$ cat src/verilog/arc_pkg.sv
package arc_pkg;

   // clock and time base
   localparam int CLK_HZ            = 20_000_000;
   localparam int MS_PER_S          = 1000;
   localparam int CYC_PER_MS_DFLT   = CLK_HZ / MS_PER_S;
   localparam int SEC_PER_MIN       = 60;

   // times in their own units and in milliseconds
   localparam int RESTART_DELAY_MIN = 3;
   localparam int RESTART_MS        = RESTART_DELAY_MIN * SEC_PER_MIN * MS_PER_S;
   localparam int LONG_MIN_S        = 3;
   localparam int LONG_MIN_MS       = LONG_MIN_S * MS_PER_S;
   localparam int LONG_MAX_S        = 10;
   localparam int LONG_MAX_MS       = LONG_MAX_S * MS_PER_S;
   localparam int FLASH_S           = 5;
   localparam int FLASH_MS          = FLASH_S * MS_PER_S;
   localparam int BEEP_ON_MS        = 200;
   localparam int BEEP_OFF_MS       = 200;
   localparam int BLINK_HALF_MS     = 250;
   localparam int BEEP_COUNT        = 3;

   // counter widths
   localparam int MS_W              = 15;
   localparam int HOLD_W            = 14;
   localparam int DLY_W             = 18;
   localparam int SEQ_W             = 13;
   localparam int BLK_W             = 8;

   // apb register map
   localparam int APB_AW            = 8;
   localparam int APB_DW            = 32;
   localparam logic [APB_AW-1:0] OFS_CTRL = 8'h00;
   localparam logic [APB_AW-1:0] OFS_CFG  = 8'h04;
   localparam logic [APB_AW-1:0] OFS_STAT = 8'h08;

   // field positions
   localparam int CTRL_ON_BIT       = 0;
   localparam int CTRL_OFF_BIT      = 1;
   localparam int CTRL_TARM_BIT     = 2;
   localparam int CTRL_TCLR_BIT     = 3;
   localparam int SET_W             = 8;
   localparam int CFG_FLT_BIT       = 8;
   localparam int ST_RUN_BIT        = 0;
   localparam int ST_EN_BIT         = 1;
   localparam int ST_TMR_BIT        = 2;
   localparam int ST_PEND_BIT       = 3;
   localparam int ST_FREQ_BIT       = 4;
   localparam int ST_MAINS_BIT      = 5;
   localparam int ST_FLASH_BIT      = 6;
   localparam int ST_BEEP_BIT       = 7;

   // retained storage layout and factory contents
   localparam int NV_DW             = 16;
   localparam int NV_WORDS          = 2;
   localparam logic NV_FLAGS_ADDR   = 1'b0;
   localparam logic NV_SET_ADDR     = 1'b1;
   localparam int NV_EN_BIT         = 0;
   localparam int NV_RUN_BIT        = 1;
   localparam int NV_TMR_BIT        = 2;
   localparam logic [NV_DW-1:0] NV_FLAGS_RST = 16'h0001;
   localparam logic [NV_DW-1:0] NV_SET_RST   = 16'h0000;

   typedef enum logic [1:0] {
      PW_OFF   = 2'b00,
      PW_CHECK = 2'b01,
      PW_DELAY = 2'b10,
      PW_ON    = 2'b11
   } arc_pwr_t;

   typedef enum logic [1:0] {
      SQ_IDLE     = 2'b00,
      SQ_BEEP_ON  = 2'b01,
      SQ_BEEP_OFF = 2'b10,
      SQ_FLASH    = 2'b11
   } arc_seq_t;

   typedef enum logic [1:0] {
      RG_CTRL = 2'b00,
      RG_CFG  = 2'b01,
      RG_STAT = 2'b10,
      RG_NONE = 2'b11
   } arc_reg_t;

endpackage

$ cat src/verilog/arc_nv_if.sv
interface arc_nv_if;
   import arc_pkg::*;
   logic             we;
   logic             waddr;
   logic [NV_DW-1:0] wdata;
   logic [NV_DW-1:0] rd_flags;
   logic [NV_DW-1:0] rd_set;

   modport ctl   (output we, waddr, wdata, input rd_flags, rd_set);
   modport store (input we, waddr, wdata, output rd_flags, rd_set);
endinterface

$ cat src/verilog/arc_nv_store.sv
module arc_nv_store (
   input wire logic pclk,
   input wire logic factory_rst_n,
   arc_nv_if.store  nv
);
   import arc_pkg::*;

   logic [NV_DW-1:0] mem_reg [NV_WORDS];
   logic [NV_DW-1:0] rd_flags_reg;
   logic [NV_DW-1:0] rd_set_reg;

   // retained words, only the factory clear restores them
   always_ff @(posedge pclk or negedge factory_rst_n) begin
      if (!factory_rst_n) begin
         mem_reg[0] <= NV_FLAGS_RST; // see RULE1
         mem_reg[1] <= NV_SET_RST;
      end else if (nv.we) begin
         mem_reg[nv.waddr] <= nv.wdata; // see RULE16
      end
   end

   // registered read of both words
   always_ff @(posedge pclk or negedge factory_rst_n) begin
      if (!factory_rst_n) begin
         rd_flags_reg <= NV_FLAGS_RST;
         rd_set_reg   <= NV_SET_RST;
      end else begin
         rd_flags_reg <= mem_reg[NV_FLAGS_ADDR];
         rd_set_reg   <= mem_reg[NV_SET_ADDR];
      end
   end

   assign nv.rd_flags = rd_flags_reg;
   assign nv.rd_set   = rd_set_reg;
endmodule

$ cat src/verilog/arc_auto_restart.sv
// Contract
// RULE1: restart feature enabled from the factory
// RULE2: enabled restart resumes after three minutes, silently
// RULE3: no resume when restart feature disabled
// RULE4: no resume if stopped at power loss
// RULE5: no resume if timer armed at loss
// RULE6: configuration changes only while mains present
// RULE7: toggle only for press 3 to 10 seconds
// RULE8: press in standby starts, white lamp on
// RULE9: press while running stops, white lamp off
// RULE10: three beeps after three seconds held
// RULE11: enabling flashes lamp five seconds after beeps
// RULE12: run state then kept until next command
// RULE13: filter lamp lit makes button filter reset
// RULE14: power loss discards armed one-shot timer
// RULE15: remote resends daily timer every thirty minutes; no remote or daily timer logic exists here
// RULE16: restart flag and settings kept in retained storage
module arc_auto_restart #(
   parameter int CYC_PER_MS = arc_pkg::CYC_PER_MS_DFLT
) (
   input  wire logic                        pclk,
   input  wire logic                        presetn,
   input  wire logic                        factory_rst_n,
   input  wire logic [arc_pkg::APB_AW-1:0]  paddr,
   input  wire logic                        psel,
   input  wire logic                        penable,
   input  wire logic                        pwrite,
   input  wire logic [arc_pkg::APB_DW-1:0]  pwdata,
   output logic      [arc_pkg::APB_DW-1:0]  prdata,
   output logic                             pready,
   output logic                             pslverr,
   input  wire logic                        mains_ok,
   input  wire logic                        button,
   output logic                             run_out,
   output logic                             white_led,
   output logic                             beep_out,
   output logic                             filter_lamp,
   output logic      [arc_pkg::SET_W-1:0]   settings_out
);
   import arc_pkg::*;

   arc_nv_if nv ();

   arc_pwr_t              pw_reg;
   arc_seq_t              seq_reg;
   logic [MS_W-1:0]       pre_reg;
   logic                  ms_tick_reg;
   logic                  pready_reg;
   logic                  pslverr_reg;
   logic [APB_DW-1:0]     prdata_reg;
   logic [APB_DW-1:0]     rd_mux;
   arc_reg_t              sel;
   logic                  setup;
   logic                  acc_wr;
   logic                  wr_ctrl;
   logic                  wr_cfg;
   logic                  wr_stat;
   logic                  rem_on;
   logic                  rem_off;
   logic                  powered;
   logic                  loss;
   logic                  snap;
   logic [DLY_W-1:0]      dly_cnt_reg;
   logic                  dly_done;
   logic                  btn_prev_reg;
   logic                  press;
   logic                  release_ev;
   logic                  norm_press;
   logic                  hold_act_reg;
   logic [HOLD_W-1:0]     hold_cnt_reg;
   logic                  toggled_reg;
   logic                  hit_min;
   logic                  hit_max;
   logic                  revert;
   logic                  toggle_wr;
   logic                  running_reg;
   logic                  timer_reg;
   logic [SET_W-1:0]      settings_reg;
   logic                  set_dirty_reg;
   logic                  filter_lamp_reg;
   logic                  filter_req_reg;
   logic [SEQ_W-1:0]      seq_cnt_reg;
   logic [1:0]            beeps_left_reg;
   logic                  flash_after_reg;
   logic [BLK_W-1:0]      blk_cnt_reg;
   logic                  blink_reg;
   logic                  beep_reg;
   logic                  led_reg;
   logic                  restart_en;

   arc_nv_store u_store (
      .pclk          (pclk),
      .factory_rst_n (factory_rst_n),
      .nv            (nv)
   );

   // register index from byte address
   function automatic arc_reg_t decode(input logic [APB_AW-1:0] a);
      case (a)
         OFS_CTRL: decode = RG_CTRL;
         OFS_CFG:  decode = RG_CFG;
         OFS_STAT: decode = RG_STAT;
         default:  decode = RG_NONE;
      endcase
   endfunction

   // retained flag word from its three bits
   function automatic logic [NV_DW-1:0] flags_word(input logic en, input logic run, input logic tmr);
      flags_word             = '0;
      flags_word[NV_EN_BIT]  = en;
      flags_word[NV_RUN_BIT] = run;
      flags_word[NV_TMR_BIT] = tmr;
   endfunction

   assign restart_en = nv.rd_flags[NV_EN_BIT];

   // millisecond tick
   always_ff @(posedge pclk or negedge presetn) begin
      if (!presetn) begin
         pre_reg     <= '0;
         ms_tick_reg <= 1'b0;
      end else if (pre_reg == MS_W'(CYC_PER_MS - 1)) begin
         pre_reg     <= '0;
         ms_tick_reg <= 1'b1;
      end else begin
         pre_reg     <= pre_reg + MS_W'(1);
         ms_tick_reg <= 1'b0;
      end
   end

   // apb decode and strobes
   assign sel     = decode(paddr);
   assign setup   = psel && !penable;
   assign acc_wr  = psel && penable && pwrite && pready_reg;
   assign wr_ctrl = acc_wr && (sel == RG_CTRL);
   assign wr_cfg  = acc_wr && (sel == RG_CFG);
   assign wr_stat = acc_wr && (sel == RG_STAT);
   assign rem_on  = wr_ctrl && pwdata[CTRL_ON_BIT] && powered;
   assign rem_off = wr_ctrl && pwdata[CTRL_OFF_BIT] && powered;

   // read data multiplexer
   always_comb begin
      rd_mux = '0;
      case (sel)
         RG_CFG: begin
            rd_mux[SET_W-1:0]  = settings_reg;
            rd_mux[CFG_FLT_BIT] = filter_lamp_reg;
         end
         RG_STAT: begin
            rd_mux[ST_RUN_BIT]   = running_reg;
            rd_mux[ST_EN_BIT]    = restart_en;
            rd_mux[ST_TMR_BIT]   = timer_reg;
            rd_mux[ST_PEND_BIT]  = (pw_reg == PW_DELAY);
            rd_mux[ST_FREQ_BIT]  = filter_req_reg;
            rd_mux[ST_MAINS_BIT] = mains_ok;
            rd_mux[ST_FLASH_BIT] = (seq_reg == SQ_FLASH);
            rd_mux[ST_BEEP_BIT]  = beep_reg;
         end
         default: rd_mux = '0;
      endcase
   end

   // apb answer: one access cycle, error on unmapped address
   always_ff @(posedge pclk or negedge presetn) begin
      if (!presetn) begin
         pready_reg  <= 1'b0;
         pslverr_reg <= 1'b0;
         prdata_reg  <= '0;
      end else begin
         pready_reg  <= setup;
         pslverr_reg <= setup && (sel == RG_NONE);
         if (setup && !pwrite) begin
            prdata_reg <= rd_mux;
         end
      end
   end

   // power presence
   assign powered  = (pw_reg == PW_ON) || (pw_reg == PW_DELAY);
   assign loss     = powered && !mains_ok;
   assign snap     = (pw_reg == PW_ON) && !mains_ok;
   assign dly_done = ms_tick_reg && (dly_cnt_reg == DLY_W'(RESTART_MS - 1));

   // power state: off, check retained flags, restart wait, on
   always_ff @(posedge pclk or negedge presetn) begin
      if (!presetn) begin
         pw_reg <= PW_OFF;
      end else begin
         case (pw_reg)
            PW_OFF: begin
               if (mains_ok) pw_reg <= PW_CHECK;
            end
            PW_CHECK: begin
               if (!mains_ok) begin
                  pw_reg <= PW_OFF;
               end else if (restart_en && nv.rd_flags[NV_RUN_BIT] && !nv.rd_flags[NV_TMR_BIT]) begin
                  pw_reg <= PW_DELAY; // see RULE2 see RULE3 see RULE4 see RULE5
               end else begin
                  pw_reg <= PW_ON;
               end
            end
            PW_DELAY: begin
               if (!mains_ok) begin
                  pw_reg <= PW_OFF;
               end else if (dly_done || press || rem_on || rem_off) begin
                  pw_reg <= PW_ON;
               end
            end
            PW_ON: begin
               if (!mains_ok) pw_reg <= PW_OFF;
            end
            default: pw_reg <= PW_OFF;
         endcase
      end
   end

   // restart delay counter in milliseconds
   always_ff @(posedge pclk or negedge presetn) begin
      if (!presetn) begin
         dly_cnt_reg <= '0;
      end else if (pw_reg != PW_DELAY) begin
         dly_cnt_reg <= '0;
      end else if (ms_tick_reg) begin
         dly_cnt_reg <= dly_cnt_reg + DLY_W'(1); // see RULE2
      end
   end

   // button press edge, ignored without mains; release edge taken regardless
   assign press      = button && !btn_prev_reg && powered && mains_ok;
   assign release_ev = !button && btn_prev_reg;
   assign norm_press = press && !filter_lamp_reg;
   assign hit_min    = hold_act_reg && ms_tick_reg && mains_ok && (hold_cnt_reg == HOLD_W'(LONG_MIN_MS));
   assign hit_max    = hold_act_reg && ms_tick_reg && (hold_cnt_reg == HOLD_W'(LONG_MAX_MS - 1));
   assign revert     = hit_max && toggled_reg && mains_ok;
   assign toggle_wr  = (hit_min || revert) && !snap;

   always_ff @(posedge pclk or negedge presetn) begin
      if (!presetn) begin
         btn_prev_reg <= 1'b0;
      end else begin
         btn_prev_reg <= button;
      end
   end

   // hold time of a normal press
   always_ff @(posedge pclk or negedge presetn) begin
      if (!presetn) begin
         hold_act_reg <= 1'b0;
         hold_cnt_reg <= '0;
         toggled_reg  <= 1'b0;
      end else if (loss || release_ev) begin
         hold_act_reg <= 1'b0;
      end else if (norm_press) begin
         hold_act_reg <= 1'b1;
         hold_cnt_reg <= '0;
         toggled_reg  <= 1'b0;
      end else if (hit_max) begin
         hold_act_reg <= 1'b0; // see RULE7
         toggled_reg  <= 1'b0;
      end else if (hold_act_reg && ms_tick_reg) begin
         hold_cnt_reg <= hold_cnt_reg + HOLD_W'(1);
         if (hit_min) toggled_reg <= 1'b1;
      end
   end

   // run state
   always_ff @(posedge pclk or negedge presetn) begin
      if (!presetn) begin
         running_reg <= 1'b0;
      end else if (loss) begin
         running_reg <= 1'b0;
      end else if (pw_reg == PW_DELAY && dly_done) begin
         running_reg <= 1'b1; // see RULE2
      end else if (norm_press) begin
         running_reg <= !running_reg; // see RULE8 see RULE9 see RULE12
      end else if (rem_on) begin
         running_reg <= 1'b1;
      end else if (rem_off) begin
         running_reg <= 1'b0;
      end
   end

   // one-shot timer arming, discarded on loss
   always_ff @(posedge pclk or negedge presetn) begin
      if (!presetn) begin
         timer_reg <= 1'b0;
      end else if (loss) begin
         timer_reg <= 1'b0; // see RULE14
      end else if (wr_ctrl && pwdata[CTRL_TARM_BIT]) begin
         timer_reg <= 1'b1;
      end else if (wr_ctrl && pwdata[CTRL_TCLR_BIT]) begin
         timer_reg <= 1'b0;
      end
   end

   // operating settings, restored from storage on power return
   always_ff @(posedge pclk or negedge presetn) begin
      if (!presetn) begin
         settings_reg  <= '0;
         set_dirty_reg <= 1'b0;
      end else begin
         if (pw_reg == PW_CHECK) begin
            settings_reg <= nv.rd_set[SET_W-1:0]; // see RULE16
         end else if (wr_cfg) begin
            settings_reg <= pwdata[SET_W-1:0];
         end
         if (wr_cfg) begin
            set_dirty_reg <= 1'b1;
         end else if (!snap && !toggle_wr) begin
            set_dirty_reg <= 1'b0;
         end
      end
   end

   // filter lamp and filter reset request
   always_ff @(posedge pclk or negedge presetn) begin
      if (!presetn) begin
         filter_lamp_reg <= 1'b0;
         filter_req_reg  <= 1'b0;
      end else begin
         if (press && filter_lamp_reg) begin
            filter_lamp_reg <= 1'b0; // see RULE13
         end else if (wr_cfg) begin
            filter_lamp_reg <= pwdata[CFG_FLT_BIT];
         end
         if (press && filter_lamp_reg) begin
            filter_req_reg <= 1'b1; // see RULE13
         end else if (wr_stat && pwdata[ST_FREQ_BIT]) begin
            filter_req_reg <= 1'b0;
         end
      end
   end

   // retained storage writes: loss snapshot, then toggle, then settings
   always_comb begin
      nv.we    = 1'b0;
      nv.waddr = NV_FLAGS_ADDR;
      nv.wdata = nv.rd_flags;
      if (snap) begin
         nv.we    = 1'b1;
         nv.wdata = flags_word(restart_en, running_reg, timer_reg); // see RULE16 see RULE4 see RULE5
      end else if (toggle_wr) begin
         nv.we    = 1'b1; // see RULE6
         nv.wdata = flags_word(!restart_en, nv.rd_flags[NV_RUN_BIT], nv.rd_flags[NV_TMR_BIT]); // see RULE7
      end else if (set_dirty_reg) begin
         nv.we    = 1'b1;
         nv.waddr = NV_SET_ADDR;
         nv.wdata = {{(NV_DW - SET_W){1'b0}}, settings_reg};
      end
   end

   // beep and flash sequencer
   always_ff @(posedge pclk or negedge presetn) begin
      if (!presetn) begin
         seq_reg         <= SQ_IDLE;
         seq_cnt_reg     <= '0;
         beeps_left_reg  <= '0;
         flash_after_reg <= 1'b0;
      end else if (loss) begin
         seq_reg         <= SQ_IDLE;
         flash_after_reg <= 1'b0;
      end else if (hit_min) begin
         seq_reg         <= SQ_BEEP_ON; // see RULE10
         seq_cnt_reg     <= '0;
         beeps_left_reg  <= 2'(BEEP_COUNT - 1);
         flash_after_reg <= !restart_en; // see RULE11
      end else if (revert) begin
         flash_after_reg <= 1'b0;
         if (seq_reg == SQ_FLASH) seq_reg <= SQ_IDLE;
      end else if (ms_tick_reg) begin
         seq_cnt_reg <= seq_cnt_reg + SEQ_W'(1);
         case (seq_reg)
            SQ_BEEP_ON: begin
               if (seq_cnt_reg == SEQ_W'(BEEP_ON_MS - 1)) begin
                  seq_reg     <= SQ_BEEP_OFF;
                  seq_cnt_reg <= '0;
               end
            end
            SQ_BEEP_OFF: begin
               if (seq_cnt_reg == SEQ_W'(BEEP_OFF_MS - 1)) begin
                  seq_cnt_reg <= '0;
                  if (beeps_left_reg != 2'b00) begin
                     seq_reg        <= SQ_BEEP_ON; // see RULE10
                     beeps_left_reg <= beeps_left_reg - 2'b01;
                  end else if (flash_after_reg) begin
                     seq_reg <= SQ_FLASH; // see RULE11
                  end else begin
                     seq_reg <= SQ_IDLE;
                  end
               end
            end
            SQ_FLASH: begin
               if (seq_cnt_reg == SEQ_W'(FLASH_MS - 1)) begin
                  seq_reg <= SQ_IDLE; // see RULE11
               end
            end
            default: seq_cnt_reg <= '0;
         endcase
      end
   end

   // blink phase while flashing
   always_ff @(posedge pclk or negedge presetn) begin
      if (!presetn) begin
         blk_cnt_reg <= '0;
         blink_reg   <= 1'b0;
      end else if (seq_reg != SQ_FLASH) begin
         blk_cnt_reg <= '0;
         blink_reg   <= 1'b1;
      end else if (ms_tick_reg) begin
         if (blk_cnt_reg == BLK_W'(BLINK_HALF_MS - 1)) begin
            blk_cnt_reg <= '0;
            blink_reg   <= !blink_reg;
         end else begin
            blk_cnt_reg <= blk_cnt_reg + BLK_W'(1);
         end
      end
   end

   // registered lamp and beeper drive
   always_ff @(posedge pclk or negedge presetn) begin
      if (!presetn) begin
         beep_reg <= 1'b0;
         led_reg  <= 1'b0;
      end else begin
         beep_reg <= (seq_reg == SQ_BEEP_ON);
         led_reg  <= (seq_reg == SQ_FLASH) ? blink_reg : running_reg; // see RULE8 see RULE9
      end
   end

   assign prdata       = prdata_reg;
   assign pready       = pready_reg;
   assign pslverr      = pslverr_reg;
   assign run_out      = running_reg;
   assign white_led    = led_reg;
   assign beep_out     = beep_reg;
   assign filter_lamp  = filter_lamp_reg;
   assign settings_out = settings_reg;
endmodule

$ cat config.mk
export PLATFORM = sky130hd
export DESIGN_NAME = arc_auto_restart
export DESIGN_NICKNAME = d
export VERILOG_FILES = /design/src/verilog/arc_pkg.sv /design/src/verilog/arc_nv_if.sv /design/src/verilog/arc_nv_store.sv /design/src/verilog/arc_auto_restart.sv
export SDC_FILE = /design/constraint.sdc
export NUM_CORES = 1
export LEC_CHECK = 0
export BUFFER_PORTS_ARGS = -buffer_cell sky130_fd_sc_hd__buf_4
export CORE_MARGIN = 2
export CORE_UTILIZATION = 53
export CTS_BUF_LIST = sky130_fd_sc_hd__clkbuf_2
export DETAILED_ROUTE_END_ITERATION = 8
export PLACE_DENSITY = 0.78
export SLEW_MARGIN = 20
export SYNTH_ARGS = -nofsm -noshare
export SYNTH_HDL_FRONTEND = slang
export SYNTH_SLANG_ARGS = --single-unit
export TNS_END_PERCENT = 5
$ cat constraint.sdc
create_clock -name pclk -period 2 [get_ports pclk]
set_input_delay 0.3 -clock pclk [delete_from_list [all_inputs] [get_ports pclk]]
set_output_delay 0.3 -clock pclk [all_outputs]
set_load 0.02 [all_outputs]
==> flow_metrics.tcl <==
set metrics [dict create \
    status "finished, final reports clean" \
    die_y_um 113.8 \
    cp-end-kind "flip-flop" \
    nets 814 \
    crit_buf_inv 1 \
    area_growth_pct 21.41 \
    r2r-end "seq_reg[1]" \
    grtUsageTotal 0.2372 \
    pre_cts_ws_ns -0.3449 \
    avgSynthCellArea_sq_um 10.05 \
    die-area_sq_um 12950 \
    ys_seq_area_frac 0.5018 \
    tightestPinTransition_ns 0.8993 \
    synth_area_sq_um 6389 \
    place_hpwl_mm 9.973 \
    worst-path-max-fanout 3 \
    grt_max_degree 51 \
    cp_slowest_stage_delay_ns 0.42 \
    postLayoutSetupSlackWorst_ns 0.007713 \
    dp_cells 857 \
    cts_sinks 128 \
    r2r_start "seq_cnt_reg[10]" \
    path_class "reg -> reg" \
    clk_pin_slew_worst_paths_ns 0.20 \
    critPathLaunch "seq_cnt_reg[10]" \
    crit_chain "or3_1, nor4_4, buf_4, o2111ai_1, a2bb2o_1, a21oi_1, nor3_1" \
    arrival_ns 2.62 \
    ir_drop_v 0.0006609 \
    ant_nets 0 \
    cts_max_level 4 \
    drt_iter0_drc 466 \
    slew-limit-headroom 0.3985 \
    gp_congestion 0.8991 \
    fin_skew_ns 0.02814 \
    path_delay_family "simple AND/OR/NAND/NOR gates" \
    final_common_cell "dfrtp_1" \
    ys_ff_latch 128 \
    synth_edf_count 0 \
    slew_violations 0 \
    portBuffers 47 \
    grt_pass1_vias 5122 \
    syn_inst 636 \
    drive_gt1_frac 0.2173 \
    leakagePower_uw 0.003657 \
    pwr_density_cell_nw_per_um2 645.4 \
    fin_setup_tns_ns 0 \
    hold_violations 0 \
    initial_utilization 0.5363 \
    first_pass_iters 7 \
    clock_latency_ns 0.72 \
    vias 5167 \
    cp_slowest_cell "dfrtp_1" \
    design.core.area_sq_um 11910 \
    stdcell_count 912 \
    setup_viol 0 \
    grt_antenna_before_repair 1 \
    wl_per_cell_um 16.09 \
    cts_tree "built" \
    fmax_mhz 501.9 \
    ioPinCount 94 \
    reg2reg_depth 7 \
    nFillCells 902 \
    clockBufferDepth 2 \
    finalCriticalPeriod_ns 1.992 \
    cts_root_buffer "clkbuf_2" \
    grt_pass1_wl_mm 24.14 \
    drv_cap 0 \
    r2r_slack_ns 0.008 \
    hold_ws_ns 0.07575 \
    yosys_warnings 0 \
    largest_reg_flops 18 \
    min_path_type "in -> async" \
    grt_setup_unrepaired "true" \
    vias_per_cell 5.666 \
    final_cell_mix "dfrtp_1, buf_4, nand2_1, nor2_1, xor2_1" \
    grt-ovfl-total 0 \
    crit_path_start_kind "flip-flop" \
    worst_ep_required_time_ns 2.63 \
    async_reset_ff_frac 1.000 \
    ys_types 62 \
    yosys_most_used_dff "dfrtp_1" \
    cts_buffers 17 \
    drc 0 \
    finalWirelength_mm 14.67 \
    die_w_um 113.8 \
    rows 40 \
    finalCritPeriodShare 0.9961 \
]
## area by class of cell
class                      count  area, sq um  share of cell area
antenna                        1        2.502           0.0003226
clock buffer                  17        85.08             0.01097
clock inverter                15        231.5             0.02984
inverter                      22        82.58             0.01065
multi-input combinational    467         3025              0.3901
sequential                   128         3206              0.4133
tap                          147        183.9             0.02371
timing repair buffer         115        939.7              0.1211
## where the power goes
part / internal, uW / switching (uW)
sequential: 2640 / 37.4
combinational: 118 / 197
clock: 965 / 1050
## layer usage
| layer | part of all wire | track usage |
|---|---|---|
| met2 | 0.50 | 0.3872 |
| met1 | 0.43 | 0.3019 |
| met5 | 0 | 0 |
| met4 | 0.023 | 0.08943 |
| met3 | 0.052 | 0.06908 |
## synthesized netlist by cell type, drive strengths merged, types with 5 or more instances
library cell / count / area, sq um
and4: 5 / 43.79
inv: 22 / 82.58
a22oi: 8 / 60.06
mux2: 10 / 112.6
o31ai: 9 / 67.56
a21oi: 27 / 142.6
nand3: 19 / 95.09
and3: 19 / 118.9
nand2: 68 / 262.8
nor2: 68 / 262.8
nor3: 7 / 40.04
mux2i: 14 / 140.1
or3: 7 / 48.80
o21ai: 28 / 140.1
nor4: 6 / 52.55
nand2b: 9 / 56.30
nand4: 25 / 168.9
dfrtp: 126 / 3153
a31oi: 12 / 75.07
xnor2: 14 / 122.6
xor2: 29 / 254.0
clkbuf: 12 / 45.04
buf: 29 / 210.2
ha: 15 / 187.7
nor2b: 6 / 37.54
## through the flow
step	total power (uW)	util	area [sq um]
global route	5208	0.6512	7756
finish	5006	0.6512	7756
floorplan	2872	-	6481
global placement	2992	0.5985	7129
CTS	5036	0.6419	7646
detailed placement	3004	0.5985	7129
## worst reg2reg max path, cell delays in order (launching register included)
cell and delay [ns]:
dfrtp_1 0.42, or3_1 0.42, nor4_4 0.20, buf_4 0.17, o2111ai_1 0.15, a2bb2o_1 0.33
a21oi_1 0.17, nor3_1 0.06
## timing repair
item / in CTS / in global routing
setup endpoints to repair: 0 / 30
hold endpoints to repair: 145 / 0
hold buffers: 20 / 0
gates resized for setup: 0 / 19
buffers inserted: 0 / 2
## how the worst max path moves through the flow
stage                     slack (ns)  cells past startpoint               to
after floorplan                 0.03                      9  settings_out[6]
after global placement         -0.20                     12          run_out
after detailed placement       -0.34                     12          run_out
after CTS                      0.003                      7       seq_reg[1]
after global routing           -0.05                      8  seq_cnt_reg[11]
final                          0.008                      7       seq_reg[1]
## cells by family after synthesis
group | Yosys count | synth area share
multiplexers | 24 | 0.03956
other | 1 | 0.0005870
XOR/XNOR | 43 | 0.05895
buffers and inverters | 63 | 0.05288
AND/OR/NAND/NOR | 258 | 0.2117
flip-flops | 128 | 0.5018
AO/OA/AOI/OAI | 104 | 0.1052
adder cells (fa/ha/maj) | 15 | 0.02938
Note: power is estimated with default switching activity, not from simulation.
